`config.mk`:
```
export PLATFORM = sky130hd
export DESIGN_NAME = fsq_host
export DESIGN_NICKNAME = d
export VERILOG_FILES = /design/src/rtl/fsq_pkg.sv /design/src/rtl/fsq_host.sv /design/src/rtl/fsq_fifo.sv
export SDC_FILE = /design/constraint.sdc
export NUM_CORES = 1
export LEC_CHECK = 0
export BUFFER_PORTS_ARGS = -buffer_cell sky130_fd_sc_hd__buf_2
export CAP_MARGIN = 20
export CORE_MARGIN = 2
export CORE_UTILIZATION = 55
export CTS_CLUSTER_DIAMETER = 150
export DETAILED_ROUTE_END_ITERATION = 6
export PLACE_DENSITY = 0.8
export SYNTH_ARGS = -nofsm -noshare
export SYNTH_HDL_FRONTEND = slang
export SYNTH_SLANG_ARGS = --single-unit
```
`constraint.sdc`:
```
create_clock -name clk_i -period 3.2 [get_ports clk_i]
set_clock_uncertainty 0.15 [all_clocks]
set_input_delay 0.32 -clock clk_i [delete_from_list [all_inputs] [get_ports clk_i]]
set_output_delay 0.32 -clock clk_i [all_outputs]
set_load 0.1 [all_outputs]
```
`src/rtl/fsq_pkg.sv`:
```
package fsq_pkg;

  // command data and addresses (fifteen low address lines)
  localparam logic [14:0] CMD_ADDR_A   = 15'h5555;
  localparam logic [14:0] CMD_ADDR_B   = 15'h2aaa;
  localparam logic [7:0]  CMD_DATA_AA  = 8'haa;
  localparam logic [7:0]  CMD_DATA_55  = 8'h55;
  localparam logic [7:0]  CMD_PROTECT  = 8'ha0;
  localparam logic [7:0]  CMD_ID_ENTER = 8'h90;
  localparam logic [7:0]  CMD_ID_EXIT  = 8'hf0;
  localparam logic [7:0]  CMD_LOCKOUT  = 8'h80;
  localparam logic [7:0]  CMD_LOCK_LO  = 8'h40;
  localparam logic [7:0]  CMD_LOCK_HI  = 8'h60;

  // sector geometry, buffer depth and data width
  localparam int          SECTOR_BYTES = 256;
  localparam int          FIFO_DEPTH   = 32;
  localparam int          DATA_W       = 8;

  // timing figures and their cycle counts at 100 MHz
  localparam int          CLK_MHZ        = 100;
  localparam int          WR_PULSE_NS    = 200;
  localparam int          WR_HIGH_NS     = 200;
  localparam int          OE_HIGH_NS     = 150;
  localparam int          RD_ACC_NS      = 200;
  localparam int          BYTE_LOAD_US   = 150;
  localparam int          PROG_CYCLE_MS  = 20;
  localparam int          ID_WAIT_MS     = 20;
  localparam logic [15:0] WR_PULSE_CYC   = 16'((WR_PULSE_NS * CLK_MHZ + 999) / 1000);
  localparam logic [15:0] WR_HIGH_CYC    = 16'((WR_HIGH_NS * CLK_MHZ + 999) / 1000);
  localparam logic [15:0] OE_HIGH_CYC    = 16'((OE_HIGH_NS * CLK_MHZ + 999) / 1000);
  localparam logic [15:0] RD_ACC_CYC     = 16'((RD_ACC_NS * CLK_MHZ + 999) / 1000);
  localparam logic [15:0] BYTE_LOAD_CYC  = 16'(BYTE_LOAD_US * CLK_MHZ);
  localparam int          PROG_CYCLE_CYC = PROG_CYCLE_MS * 1000 * CLK_MHZ;
  localparam int          ID_WAIT_CYC    = ID_WAIT_MS * 1000 * CLK_MHZ;

  // host commands
  typedef enum logic [2:0]
  {
    FSQ_OP_PROGRAM  = 3'h0,
    FSQ_OP_ID_ENTER = 3'h1,
    FSQ_OP_ID_EXIT  = 3'h2,
    FSQ_OP_LOCK_LO  = 3'h3,
    FSQ_OP_LOCK_HI  = 3'h4,
    FSQ_OP_READ     = 3'h5
  } fsq_op_t;

endpackage

```
`src/rtl/fsq_host.sv`:
```
// Functional notes
// - sector number lines held at target sector on every byte load strobe
// - all 256 bytes loaded before the program cycle may start
// - byte loads within a sector spaced 150 us or less; the host allows up to 150.4 us, its wait starts after each high phase
// - toggle read is a pulse of output gate; each pulse samples anew
// - polling reads keep one unchanged address
// - id entry is AA/5555, 55/2AAA, 90/5555, then 20 ms wait
// - protection preamble precedes any sector byte load
`timescale 1ns/1ns
`default_nettype none

module fsq_host
#(
  parameter int PROG_TIMEOUT_CYC = fsq_pkg::PROG_CYCLE_CYC,
  parameter int ID_WAIT_CYC      = fsq_pkg::ID_WAIT_CYC
)
(
  input  wire logic        clk_i,
  input  wire logic        rst_n_i,
  input  wire logic [2:0]  cmd_op_i,
  input  wire logic [9:0]  cmd_sector_i,
  input  wire logic [17:0] cmd_addr_i,
  input  wire logic        cmd_valid_i,
  output logic             cmd_ready_o,
  input  wire logic [7:0]  wdata_i,
  input  wire logic        wdata_valid_i,
  output logic             wdata_ready_o,
  output logic [7:0]       rdata_o,
  output logic             rdata_valid_o,
  output logic             done_o,
  output logic             timeout_o,
  output logic [17:0]      flash_addr_o,
  output logic             flash_ce_n_o,
  output logic             flash_oe_n_o,
  output logic             flash_we_n_o,
  output logic [7:0]       flash_dq_o,
  output logic             flash_dq_oe_n_o,
  input  wire logic [7:0]  flash_dq_i
);

  typedef enum logic [3:0]
  {
    ST_IDLE   = 4'h0,
    ST_CMDSEQ = 4'h1,
    ST_WLOW   = 4'h2,
    ST_WHIGH  = 4'h3,
    ST_LOAD   = 4'h4,
    ST_POLLLO = 4'h5,
    ST_POLLHI = 4'h6,
    ST_WAIT   = 4'h7,
    ST_RDLO   = 4'h8,
    ST_DONE   = 4'h9
  } fsq_state_t;

  fsq_state_t       state_reg;
  fsq_pkg::fsq_op_t op_reg;
  logic [2:0]       seq_idx_reg;
  logic [2:0]       seq_len_reg;
  logic [8:0]       byte_cnt_reg;
  logic [9:0]       sector_reg;
  logic [17:0]      addr_reg;
  logic [31:0]      timer_reg;
  logic [31:0]      guard_reg;
  logic             have_sample_reg;
  logic             last_tog_reg;
  logic             last_b7_reg;
  logic [22:0]      seq_cur;
  logic [7:0]       dq_s1_reg;
  logic [7:0]       dq_s2_reg;
  logic [7:0]       dq_s3_reg;
  logic [7:0]       fifo_data;
  logic             fifo_valid;
  logic             fifo_pop;

  // byte stream buffer; the sequencer drains it only during loads
  fsq_fifo
  #(
    .WIDTH (fsq_pkg::DATA_W),
    .DEPTH (fsq_pkg::FIFO_DEPTH)
  )
  u_fifo
  (
    .clk_i       (clk_i),
    .rst_n_i     (rst_n_i),
    .in_data_i   (wdata_i),
    .in_valid_i  (wdata_valid_i),
    .in_ready_o  (wdata_ready_o),
    .out_data_o  (fifo_data),
    .out_valid_o (fifo_valid),
    .out_ready_i (fifo_pop)
  );

  // a load byte is taken when the write pulse opens
  assign fifo_pop = (state_reg == ST_LOAD) && fifo_valid;

  // command preamble word: {address, data}, addresses are 15 bits
  function automatic logic [22:0] seq_word(input fsq_pkg::fsq_op_t op,
                                           input logic [2:0] idx);
    logic [7:0] last;
    last = fsq_pkg::CMD_PROTECT;
    case (op)
      fsq_pkg::FSQ_OP_ID_ENTER: last = fsq_pkg::CMD_ID_ENTER;
      fsq_pkg::FSQ_OP_ID_EXIT:  last = fsq_pkg::CMD_ID_EXIT;
      fsq_pkg::FSQ_OP_LOCK_LO:  last = fsq_pkg::CMD_LOCK_LO;
      fsq_pkg::FSQ_OP_LOCK_HI:  last = fsq_pkg::CMD_LOCK_HI;
      default:                  last = fsq_pkg::CMD_PROTECT;
    endcase
    case (idx)
      3'h0:    seq_word = {fsq_pkg::CMD_ADDR_A, fsq_pkg::CMD_DATA_AA};
      3'h1:    seq_word = {fsq_pkg::CMD_ADDR_B, fsq_pkg::CMD_DATA_55};
      3'h2:    seq_word = {fsq_pkg::CMD_ADDR_A,
                           (op == fsq_pkg::FSQ_OP_LOCK_LO ||
                            op == fsq_pkg::FSQ_OP_LOCK_HI) ?
                           fsq_pkg::CMD_LOCKOUT : last};
      3'h3:    seq_word = {fsq_pkg::CMD_ADDR_A, fsq_pkg::CMD_DATA_AA};
      3'h4:    seq_word = {fsq_pkg::CMD_ADDR_B, fsq_pkg::CMD_DATA_55};
      default: seq_word = {fsq_pkg::CMD_ADDR_A, last};
    endcase
  endfunction

  // current preamble word, split into address and data below
  assign seq_cur = seq_word(op_reg, seq_idx_reg);

  // three-stage sampler for the returning data pins
  always_ff @(posedge clk_i)
  begin
    if (!rst_n_i)
    begin
      dq_s1_reg <= 8'h00;
      dq_s2_reg <= 8'h00;
      dq_s3_reg <= 8'h00;
    end
    else
    begin
      dq_s1_reg <= flash_dq_i;
      dq_s2_reg <= dq_s1_reg;
      dq_s3_reg <= dq_s2_reg;
    end
  end

  // main sequencer: commands, loads, polling, waits
  always_ff @(posedge clk_i)
  begin
    if (!rst_n_i)
    begin
      state_reg       <= ST_IDLE;
      op_reg          <= fsq_pkg::FSQ_OP_READ;
      seq_idx_reg     <= 3'h0;
      seq_len_reg     <= 3'h0;
      byte_cnt_reg    <= 9'h000;
      sector_reg      <= 10'h000;
      addr_reg        <= 18'h00000;
      timer_reg       <= 32'h0;
      guard_reg       <= 32'h0;
      have_sample_reg <= 1'b0;
      last_tog_reg    <= 1'b0;
      last_b7_reg     <= 1'b0;
      cmd_ready_o     <= 1'b0;
      rdata_o         <= 8'h00;
      rdata_valid_o   <= 1'b0;
      done_o          <= 1'b0;
      timeout_o       <= 1'b0;
      flash_addr_o    <= 18'h00000;
      flash_ce_n_o    <= 1'b1;
      flash_oe_n_o    <= 1'b1;
      flash_we_n_o    <= 1'b1;
      flash_dq_o      <= 8'h00;
      flash_dq_oe_n_o <= 1'b1;
    end
    else
    begin
      rdata_valid_o <= 1'b0;
      done_o        <= 1'b0;
      cmd_ready_o   <= (state_reg == ST_IDLE) && !cmd_valid_i;
      case (state_reg)
        ST_IDLE:
        begin
          if (cmd_valid_i && cmd_ready_o)
          begin
            op_reg       <= fsq_pkg::fsq_op_t'(cmd_op_i);
            sector_reg   <= cmd_sector_i;
            addr_reg     <= cmd_addr_i;
            seq_idx_reg  <= 3'h0;
            byte_cnt_reg <= 9'h000;
            timeout_o    <= 1'b0;
            cmd_ready_o  <= 1'b0;
            // lock and id exit take six writes, program and id entry three
            seq_len_reg  <= (cmd_op_i == fsq_pkg::FSQ_OP_ID_EXIT ||
                             cmd_op_i == fsq_pkg::FSQ_OP_LOCK_LO ||
                             cmd_op_i == fsq_pkg::FSQ_OP_LOCK_HI) ?
                            3'h6 : 3'h3;
            // all reads: caller address on every line, gate opened at once
            if (cmd_op_i == fsq_pkg::FSQ_OP_READ)
            begin
              state_reg    <= ST_RDLO;
              flash_addr_o <= cmd_addr_i;
              flash_ce_n_o <= 1'b0;
              flash_oe_n_o <= 1'b0;
              timer_reg    <= 32'(fsq_pkg::RD_ACC_CYC);
            end
            else
            begin
              state_reg <= ST_CMDSEQ;
            end
          end
        end
        ST_CMDSEQ:
        begin
          // preamble before any load, fifteen-bit command addresses
          flash_addr_o    <= {3'b000, seq_cur[22:8]};
          flash_dq_o      <= seq_cur[7:0];
          flash_dq_oe_n_o <= 1'b0;
          flash_ce_n_o    <= 1'b0;
          flash_we_n_o    <= 1'b0;
          timer_reg       <= 32'(fsq_pkg::WR_PULSE_CYC);
          seq_idx_reg     <= seq_idx_reg + 3'h1;
          state_reg       <= ST_WLOW;
        end
        ST_WLOW:
        begin
          if (timer_reg > 32'h1)
          begin
            timer_reg <= timer_reg - 32'h1;
          end
          else
          begin
            flash_we_n_o <= 1'b1;
            flash_ce_n_o <= 1'b1;
            timer_reg    <= 32'(fsq_pkg::WR_HIGH_CYC);
            state_reg    <= ST_WHIGH;
          end
        end
        ST_WHIGH:
        begin
          if (timer_reg > 32'h1)
          begin
            timer_reg <= timer_reg - 32'h1;
          end
          else if (seq_idx_reg != seq_len_reg)
          begin
            state_reg <= ST_CMDSEQ;
          end
          else if (op_reg == fsq_pkg::FSQ_OP_PROGRAM)
          begin
            if (byte_cnt_reg == 9'(fsq_pkg::SECTOR_BYTES))
            begin
              // whole sector loaded; start polling
              flash_dq_oe_n_o <= 1'b1;
              guard_reg       <= 32'(PROG_TIMEOUT_CYC);
              have_sample_reg <= 1'b0;
              state_reg       <= ST_POLLLO;
            end
            else
            begin
              guard_reg <= 32'(fsq_pkg::BYTE_LOAD_CYC);
              state_reg <= ST_LOAD;
            end
          end
          else
          begin
            // id entry and lock settle for the full wait
            flash_dq_oe_n_o <= 1'b1;
            timer_reg       <= 32'(ID_WAIT_CYC);
            state_reg       <= ST_WAIT;
          end
        end
        ST_LOAD:
        begin
          if (fifo_valid)
          begin
            // sector number on upper lines, byte index below
            flash_addr_o <= {sector_reg, byte_cnt_reg[7:0]};
            flash_dq_o   <= fifo_data;
            last_b7_reg  <= fifo_data[7];
            flash_ce_n_o <= 1'b0;
            flash_we_n_o <= 1'b0;
            byte_cnt_reg <= byte_cnt_reg + 9'h001;
            timer_reg    <= 32'(fsq_pkg::WR_PULSE_CYC);
            state_reg    <= ST_WLOW;
          end
          else if (guard_reg > 32'h1)
          begin
            guard_reg <= guard_reg - 32'h1;
          end
          else
          begin
            // source starved past the load window; abandon the sector
            flash_dq_oe_n_o <= 1'b1;
            timeout_o       <= 1'b1;
            done_o          <= 1'b1;
            state_reg       <= ST_IDLE;
          end
        end
        ST_POLLLO:
        begin
          // same address throughout, read pulse on output gate
          flash_ce_n_o <= 1'b0;
          flash_oe_n_o <= 1'b0;
          timer_reg    <= 32'(fsq_pkg::RD_ACC_CYC);
          state_reg    <= ST_POLLHI;
          guard_reg    <= guard_reg - 32'h1;
        end
        ST_POLLHI:
        begin
          guard_reg <= guard_reg - 32'h1;
          if (timer_reg > 32'h1)
          begin
            timer_reg <= timer_reg - 32'h1;
          end
          else
          begin
            flash_oe_n_o    <= 1'b1;
            flash_ce_n_o    <= 1'b1;
            last_tog_reg    <= dq_s3_reg[6];
            have_sample_reg <= 1'b1;
            timer_reg       <= 32'(fsq_pkg::OE_HIGH_CYC);
            // done once the toggle line settles and polling bit is true
            if (have_sample_reg && dq_s3_reg[6] == last_tog_reg &&
                dq_s2_reg[6] == dq_s3_reg[6] &&
                dq_s3_reg[7] == last_b7_reg)
            begin
              done_o    <= 1'b1;
              state_reg <= ST_DONE;
            end
            else if (guard_reg <= 32'h1)
            begin
              timeout_o <= 1'b1;
              done_o    <= 1'b1;
              state_reg <= ST_DONE;
            end
            else
            begin
              state_reg <= ST_WAIT;
            end
          end
        end
        ST_WAIT:
        begin
          if (timer_reg > 32'h1)
          begin
            timer_reg <= timer_reg - 32'h1;
            if (op_reg == fsq_pkg::FSQ_OP_PROGRAM)
            begin
              guard_reg <= guard_reg - 32'h1;
            end
          end
          else if (op_reg == fsq_pkg::FSQ_OP_PROGRAM)
          begin
            state_reg <= ST_POLLLO;
          end
          else
          begin
            done_o    <= 1'b1;
            state_reg <= ST_DONE;
          end
        end
        ST_RDLO:
        begin
          if (timer_reg > 32'h1)
          begin
            timer_reg <= timer_reg - 32'h1;
          end
          else
          begin
            // sampler latency covered by access time margin
            rdata_o       <= dq_s3_reg;
            rdata_valid_o <= 1'b1;
            done_o        <= 1'b1;
            flash_oe_n_o  <= 1'b1;
            flash_ce_n_o  <= 1'b1;
            timer_reg     <= 32'(fsq_pkg::OE_HIGH_CYC);
            state_reg     <= ST_DONE;
          end
        end
        ST_DONE:
        begin
          // gate stays high a full recovery before the next access
          if (timer_reg > 32'h1)
          begin
            timer_reg <= timer_reg - 32'h1;
          end
          else
          begin
            state_reg <= ST_IDLE;
          end
        end
        default:
        begin
          state_reg <= ST_IDLE;
        end
      endcase
    end
  end

endmodule

`default_nettype wire

```
`src/rtl/fsq_fifo.sv`:
```
`timescale 1ns/1ns
`default_nettype none

module fsq_fifo
#(
  parameter int WIDTH = 8,
  parameter int DEPTH = 32
)
(
  input  wire logic             clk_i,
  input  wire logic             rst_n_i,
  input  wire logic [WIDTH-1:0] in_data_i,
  input  wire logic             in_valid_i,
  output logic                  in_ready_o,
  output logic      [WIDTH-1:0] out_data_o,
  output logic                  out_valid_o,
  input  wire logic             out_ready_i
);

  localparam int AW = $clog2(DEPTH);

  logic [WIDTH-1:0] mem [DEPTH];
  logic [AW-1:0]    wr_ptr_reg;
  logic [AW-1:0]    rd_ptr_reg;
  logic [AW:0]      count_reg;
  logic             push;
  logic             pop;

  // valid straight from the occupancy count
  assign out_valid_o = (count_reg != '0);
  assign out_data_o  = mem[rd_ptr_reg];
  assign push        = in_valid_i && in_ready_o;
  assign pop         = out_valid_o && out_ready_i;

  // storage has no reset, only the pointers, count and ready do
  always_ff @(posedge clk_i)
  begin
    if (push)
    begin
      mem[wr_ptr_reg] <= in_data_i;
    end
  end

  // pointer and count bookkeeping
  always_ff @(posedge clk_i)
  begin
    if (!rst_n_i)
    begin
      wr_ptr_reg <= '0;
      rd_ptr_reg <= '0;
      count_reg  <= '0;
      in_ready_o <= 1'b1;
    end
    else
    begin
      if (push)
      begin
        wr_ptr_reg <= wr_ptr_reg + 1'b1;
      end
      if (pop)
      begin
        rd_ptr_reg <= rd_ptr_reg + 1'b1;
      end
      if (push && !pop)
      begin
        count_reg <= count_reg + 1'b1;
      end
      else if (pop && !push)
      begin
        count_reg <= count_reg - 1'b1;
      end
      // registered ready: full after this edge, unless a word leaves
      in_ready_o <= !((count_reg == (AW+1)'(DEPTH - 1) && push && !pop) ||
                      (count_reg == (AW+1)'(DEPTH) && !pop));
    end
  end

endmodule

`default_nettype wire

```
Yosys cells after proc, flatten, opt, wreduce, memory -nomap -nowiden
Memory sizes are Yosys's and may differ from the RTL's. A register that Yosys moved wholly into a read port is not among the register bits.
Index checks and enable logic that the tools add are counted.
{ "word_totals": {"elab_cells": 251, "n_memories": 1, "regBits": 182, "output_inout_bits": 43, "ramBits": 256} }
{ "classes": {"bitwise": 1, "n_addsub": 8, "n_eq_ne": 54, "muxes": 92, "n_lt_le_gt_ge": 3, "reduce_logical": 63} }
{ "mem_list": {"columns": ["name", "depth", "width", "rd", "rd_ports_with_merged_regs", "wr", "line_no", "text"], "rows": [
  ["u_fifo.mem", 32, 8, 1, 1, 1, "fsq_fifo.sv:22", "logic [WIDTH-1:0] mem [DEPTH];"]
]} }
{ "ops": {"columns": ["op", "count"], "rows": [
  ["$mux W32", 16],
  ["$pmux W32 S7", 1],
  ["$pmux W32 S4", 1],
  ["$pmux W23 S3", 1],
  ["$gt A32 B1 Y1 const B", 2],
  ["$sub A32 B1 Y32 const B", 2],
  ["$mux W4", 15],
  ["$mux W18", 3],
  ["$pmux W18 S3", 1],
  ["$pmux W4 S10", 1],
  ["$ne A2 B2 Y1 const B", 18],
  ["$le A32 B1 Y1 const B", 1],
  ["$pmux W8 S4", 1],
  ["$mux W1", 31],
  ["$mux W21", 1],
  ["$eq A3 B2 Y1 const B", 6],
  ["$mux W9", 2],
  ["$pmux W9 S2", 1],
  ["$eq A4 B3 Y1 const B", 4],
  ["$mux W8", 2],
  ["$pmux W8 S2", 1],
  ["$reduce_and A8 Y1", 2],
  ["$reduce_bool A3 Y1", 5],
  ["$reduce_and A2 Y1", 7],
  ["41 further kinds", 96]
]} }

Logic depth before layout (Yosys ltp)
{ "depth": {"ltp_word": 7, "depth_mapped": 15, "ltp_nobuf": 14} }

By module
A second synthesis with hierarchy kept.
{ "hier_totals": {"hier_cells": 1642, "hier_area_um2": 19323.5} }
{ "modules_own_cells": {"columns": ["mod", "cells_each", "n_inst", "area_per_inst_um2", "seq_area_each_um2"], "rows": [
  ["fsq_fifo", 617, 1, 11135.7, 8127.8],
  ["fsq_host", 1025, 1, 8187.9, 3303.2]
]} }

Least setup slack after synthesis
OpenSTA, ideal clock, no wires.
{ "synth_timing": {"path_type": "register -> register", "start": "register u_fifo.count_reg[1]", "end": "register u_fifo.count_reg[5]", "t_arrival_ps": 3180, "path_stages_with_launch": 15, "setup_slack_ps": -201, "setup_ps": 70, "n_path_buf": 0, "t_required_ps": 2980, "path_cell_list": "dfxtp_1 -> or4_1 -> or3_1 -> and2_1 -> inv_1 -> ha_1 -> inv_1 -> ha_1 -> a21o_1 -> a21oi_1 -> o21bai_1 -> a21oi_1 -> xnor2_1 -> or3_1 -> a21oi_1"} }
{ "synth_between": {"elab_chain_cells": 6, "elab_cells_between_ends": 11} }
{ "synth_lines": {"columns": ["element", "line_no", "text"], "rows": [
  ["from (decl)", "fsq_fifo.sv:25", "logic [AW:0] count_reg;"],
  ["from (signal assigned)", "fsq_fifo.sv:66", "count_reg <= count_reg + 1'b1;"],
  ["from (signal assigned)", "fsq_fifo.sv:70", "count_reg <= count_reg - 1'b1;"],
  ["parallel branches: the longest is 6 deep, another holds $sub A6 B1 Y6", null, null]
]} }
Several ways; the timed one is not identified. The select of a mux whose other input is x is not followed.
A chain may end at the register's enable or synchronous reset.

Worst setup path after layout
{ "layout_timing": {"start": "register u_fifo.count_reg[2]", "end": "register u_fifo.count_reg[4]"} }
Same word-level chain as after synthesis.

==> results.sh <==
export IMPL_outcome="completed"
export IMPL_largest_register_ffs=256
export IMPL_detail_route_vias_per_cell=6.23
export IMPL_grt_pass1_wl_um=74400
export IMPL_synth_seq_cells=443
export IMPL_finalCritPeriodShare_pct=96.3
export IMPL_clk_latency_ns=0.59
export IMPL_max_cap_viol_count=0
export IMPL_num_io_pins=94
export IMPL_async_flop_share_pct=0
export IMPL_fin_ws_ns=0.119
export IMPL_syn_nets=1617
export IMPL_critPathRequiredTime_ns=3.51
export IMPL_p_per_area_nw_per_um2=827
export IMPL_postLayoutCoreUtil_pct=64.5
export IMPL_synth_top_flop_cell="edfxtp_1"
export IMPL_crit_path_cell_trace="or4_4 -> or3_4 -> and2_4 -> inv_4 -> ha_4 -> inv_4 -> buf_4 -> fa_1 -> a21oi_1 -> nor2_1 -> nor2_1 -> xor2_1 -> nor2_1 -> a21oi_1 -> nor2_1"
export IMPL_rsz0062_at_grt="yes"
export IMPL_port_buffers=93
export IMPL_relSlewSlack_pct=40.9
export IMPL_vias=13620
export IMPL_critPathSlowestCell="or4_4"
export IMPL_path_max_fanout=5
export IMPL_dieArea_um2=36000
export IMPL_yosysUniqueCellTypes=83
export IMPL_nets=1766
export IMPL_drive_gt1_share_pct=20.8
export IMPL_synth_top_area_cell="edfxtp_1"
export IMPL_max_freq_ghz=0.325
export IMPL_post_place_ws_ns=0.0131
export IMPL_finalCriticalPeriod_ns=3.08
export IMPL_netlist_top_cells_area="edfxtp_1 (41%), dfxtp_1 (20%), mux4_2 (9.5%)"
export IMPL_ant_nets=0
export IMPL_hold_class="in2reg"
export IMPL_cp_common_cell="nor2_1"
export IMPL_crit_type="reg2reg"
export IMPL_core_um2=34300
export IMPL_grt_ovfl_total=0
export IMPL_cts_buffers=45
export IMPL_netlist_area_um2=19000
export IMPL_hpwl_um=29600
export IMPL_clk_pin_slew_ns=0.06
export IMPL_hold_viol=0
export IMPL_static_leakage_power_nw=7.70
export IMPL_slowest_delay_ns=0.52
export IMPL_cts_tree="yes"
export IMPL_grt_start_max_net_pins=70
export IMPL_route_detailed_wl_per_inst_um=21.7
export IMPL_drt_initial_drc_count=1445
export IMPL_seq_area_frac_synth_pct=60.2
export IMPL_yosys_warnings=0
export IMPL_cp_arrival_ns=3.39
export IMPL_maxSlewViolCount=0
export IMPL_cts_buffer_depth=3
export IMPL_yosysTopAreaCellShare_pct=40.5
export IMPL_synth_cells=1544
export IMPL_h_tree_depth=2
export IMPL_drt_pass1_iterations=6
export IMPL_area_delta_synth_final_pct=16.5
export IMPL_fp_row_count=68
export IMPL_peakVddDrop_uv=825
export IMPL_grt_use_total_pct=26.5
export IMPL_diodes=0
export IMPL_grt_antenna_before_repair=0
export IMPL_die_y_um=190
export IMPL_syn_area_per_cell_um2=12.3
export IMPL_worstMarginPinSlew_ns=0.885
export IMPL_drc=0
export IMPL_synth_edf_count=256
export IMPL_root_buffer="clkbuf_16"
export IMPL_clock_sinks=443
export IMPL_setup_viol=0
export IMPL_grt_pass1_vias=13092
export IMPL_yosys_top_cells_count="edfxtp_1 (256), dfxtp_1 (187), nor2_1 (151), nand2_1 (143), a21oi_1 (86)"
export IMPL_critPathCaptureType="flop"
export IMPL_die_w_um=190
export IMPL_synth_most_common_cell="edfxtp_1"
export IMPL_initial_core_util_pct=55.3
export IMPL_start_kind="flop"
export IMPL_gp_congestion=0.912
export IMPL_wl_um=47400
-- power breakdown --
| part | switching (mW) | total (mW) | internal, mW |
|---|---|---|---|
| Sequential | 0.335 | 6.75 | 6.41 |
| Clock | 2.25 | 5.36 | 3.11 |
| Combinational | 4.17 | 6.18 | 2.01 |
| Total | 6.75 | 18.3 | 11.5 |
-- per-layer routing --
layer,up-vias,routed length (um),global-route usage (%)
met2,683,24000,45.8
li1,6123,-,-
met4,0,1550,9.27
met5,-,0,0
met1,6691,18700,34.5
met3,123,3150,3.73
-- path summary, 6_finish.rpt --
check	from	slack, ns	endpoint	cells after the start
hold / removal	cmd_addr_i[4]	0.003	flash_addr_o[4]$_SDFFE_PN0P_	5
setup / recovery	u_fifo.count_reg[2]$_SDFFE_PN0P_	0.12	u_fifo.count_reg[4]$_SDFFE_PN0P_	15
setup reg to reg	u_fifo.count_reg[2]$_SDFFE_PN0P_	0.12	u_fifo.count_reg[4]$_SDFFE_PN0P_	15
hold reg to reg	dq_s1_reg[3]$_SDFF_PN0_	0.28	dq_s2_reg[3]$_SDFF_PN0_	1
-- through the flow --
stage	TNS (ns)	total power [mW]	instance area, um2	hold WS (ns)	cells
global placement	0	12.7	20200	0.265	2061
floorplan	0	11.4	19000	0.249	1544
CTS	0	18.2	22100	0.000317	2181
detailed placement	0	12.8	20200	0.267	2061
global route	-0.0489	19.1	22100	0.0515	2185
finish	0	18.3	22100	0.00253	2185
-- cell families (layout without fill, tap and decap cells) --
family,count (synthesis),count (layout),synth area share [%]
simple gates,558,558,14.7
flops,443,443,60.2
compound gates,277,277,9.31
buf+inv,117,303,2.56
mux,89,89,9.98
xor+xnor,38,38,1.75
fa+ha+maj,22,22,1.49
-- timing repair --
action / in CTS / in global routing
buffers inserted: 3 / 5
pin swaps: 5 / 8
setup endpoints to repair: 1 / 2
gates resized for setup: 3 / 4
hold buffers: 33 / 0
hold endpoints to repair: 35 / 0
-- layout make-up --
cell class / instances / area, um2
clock buffers: 56 / 1210
clock inverters: 28 / 317
fillers: 2414 / 12200
inverters: 27 / 106
multi-input cells: 984 / 7120
flip-flops and latches: 443 / 11400
well taps: 455 / 569
repair buffers: 192 / 1350
-- critical path, delay by kind of cell, from the launching register on --
kind	cells	cell delay (ns)
compound gates	2	0.29
xor+xnor	1	0.15
fa+ha+maj	2	0.54
buf+inv	3	0.24
flops	1	0.32
simple gates	7	1.28
-- cells in the final DEF, fill, tap and decap left out, drive strengths merged, types with 10 or more instances in the layout --
master       netlist  final
a211oi            12     12
a21oi             86     86
a31oi             13     13
and2              33     33
and3              10     10
buf               29    159
clkbuf            61     56
clkinv             1     20
dfxtp            187    187
dlygate4sd3        0     33
edfxtp           256    256
ha                21     21
inv               26     28
mux4              80     80
nand2            147    147
nand3             56     56
nand4             22     22
nor2             152    152
nor3              42     42
nor4              24     24
o211ai            16     16
o21ai             64     64
o22ai             11     11
o31ai             11     11
or2               10     10
or3               24     24
xnor2             24     24
xor2              14     14
(Power assumes the default switching activity.)
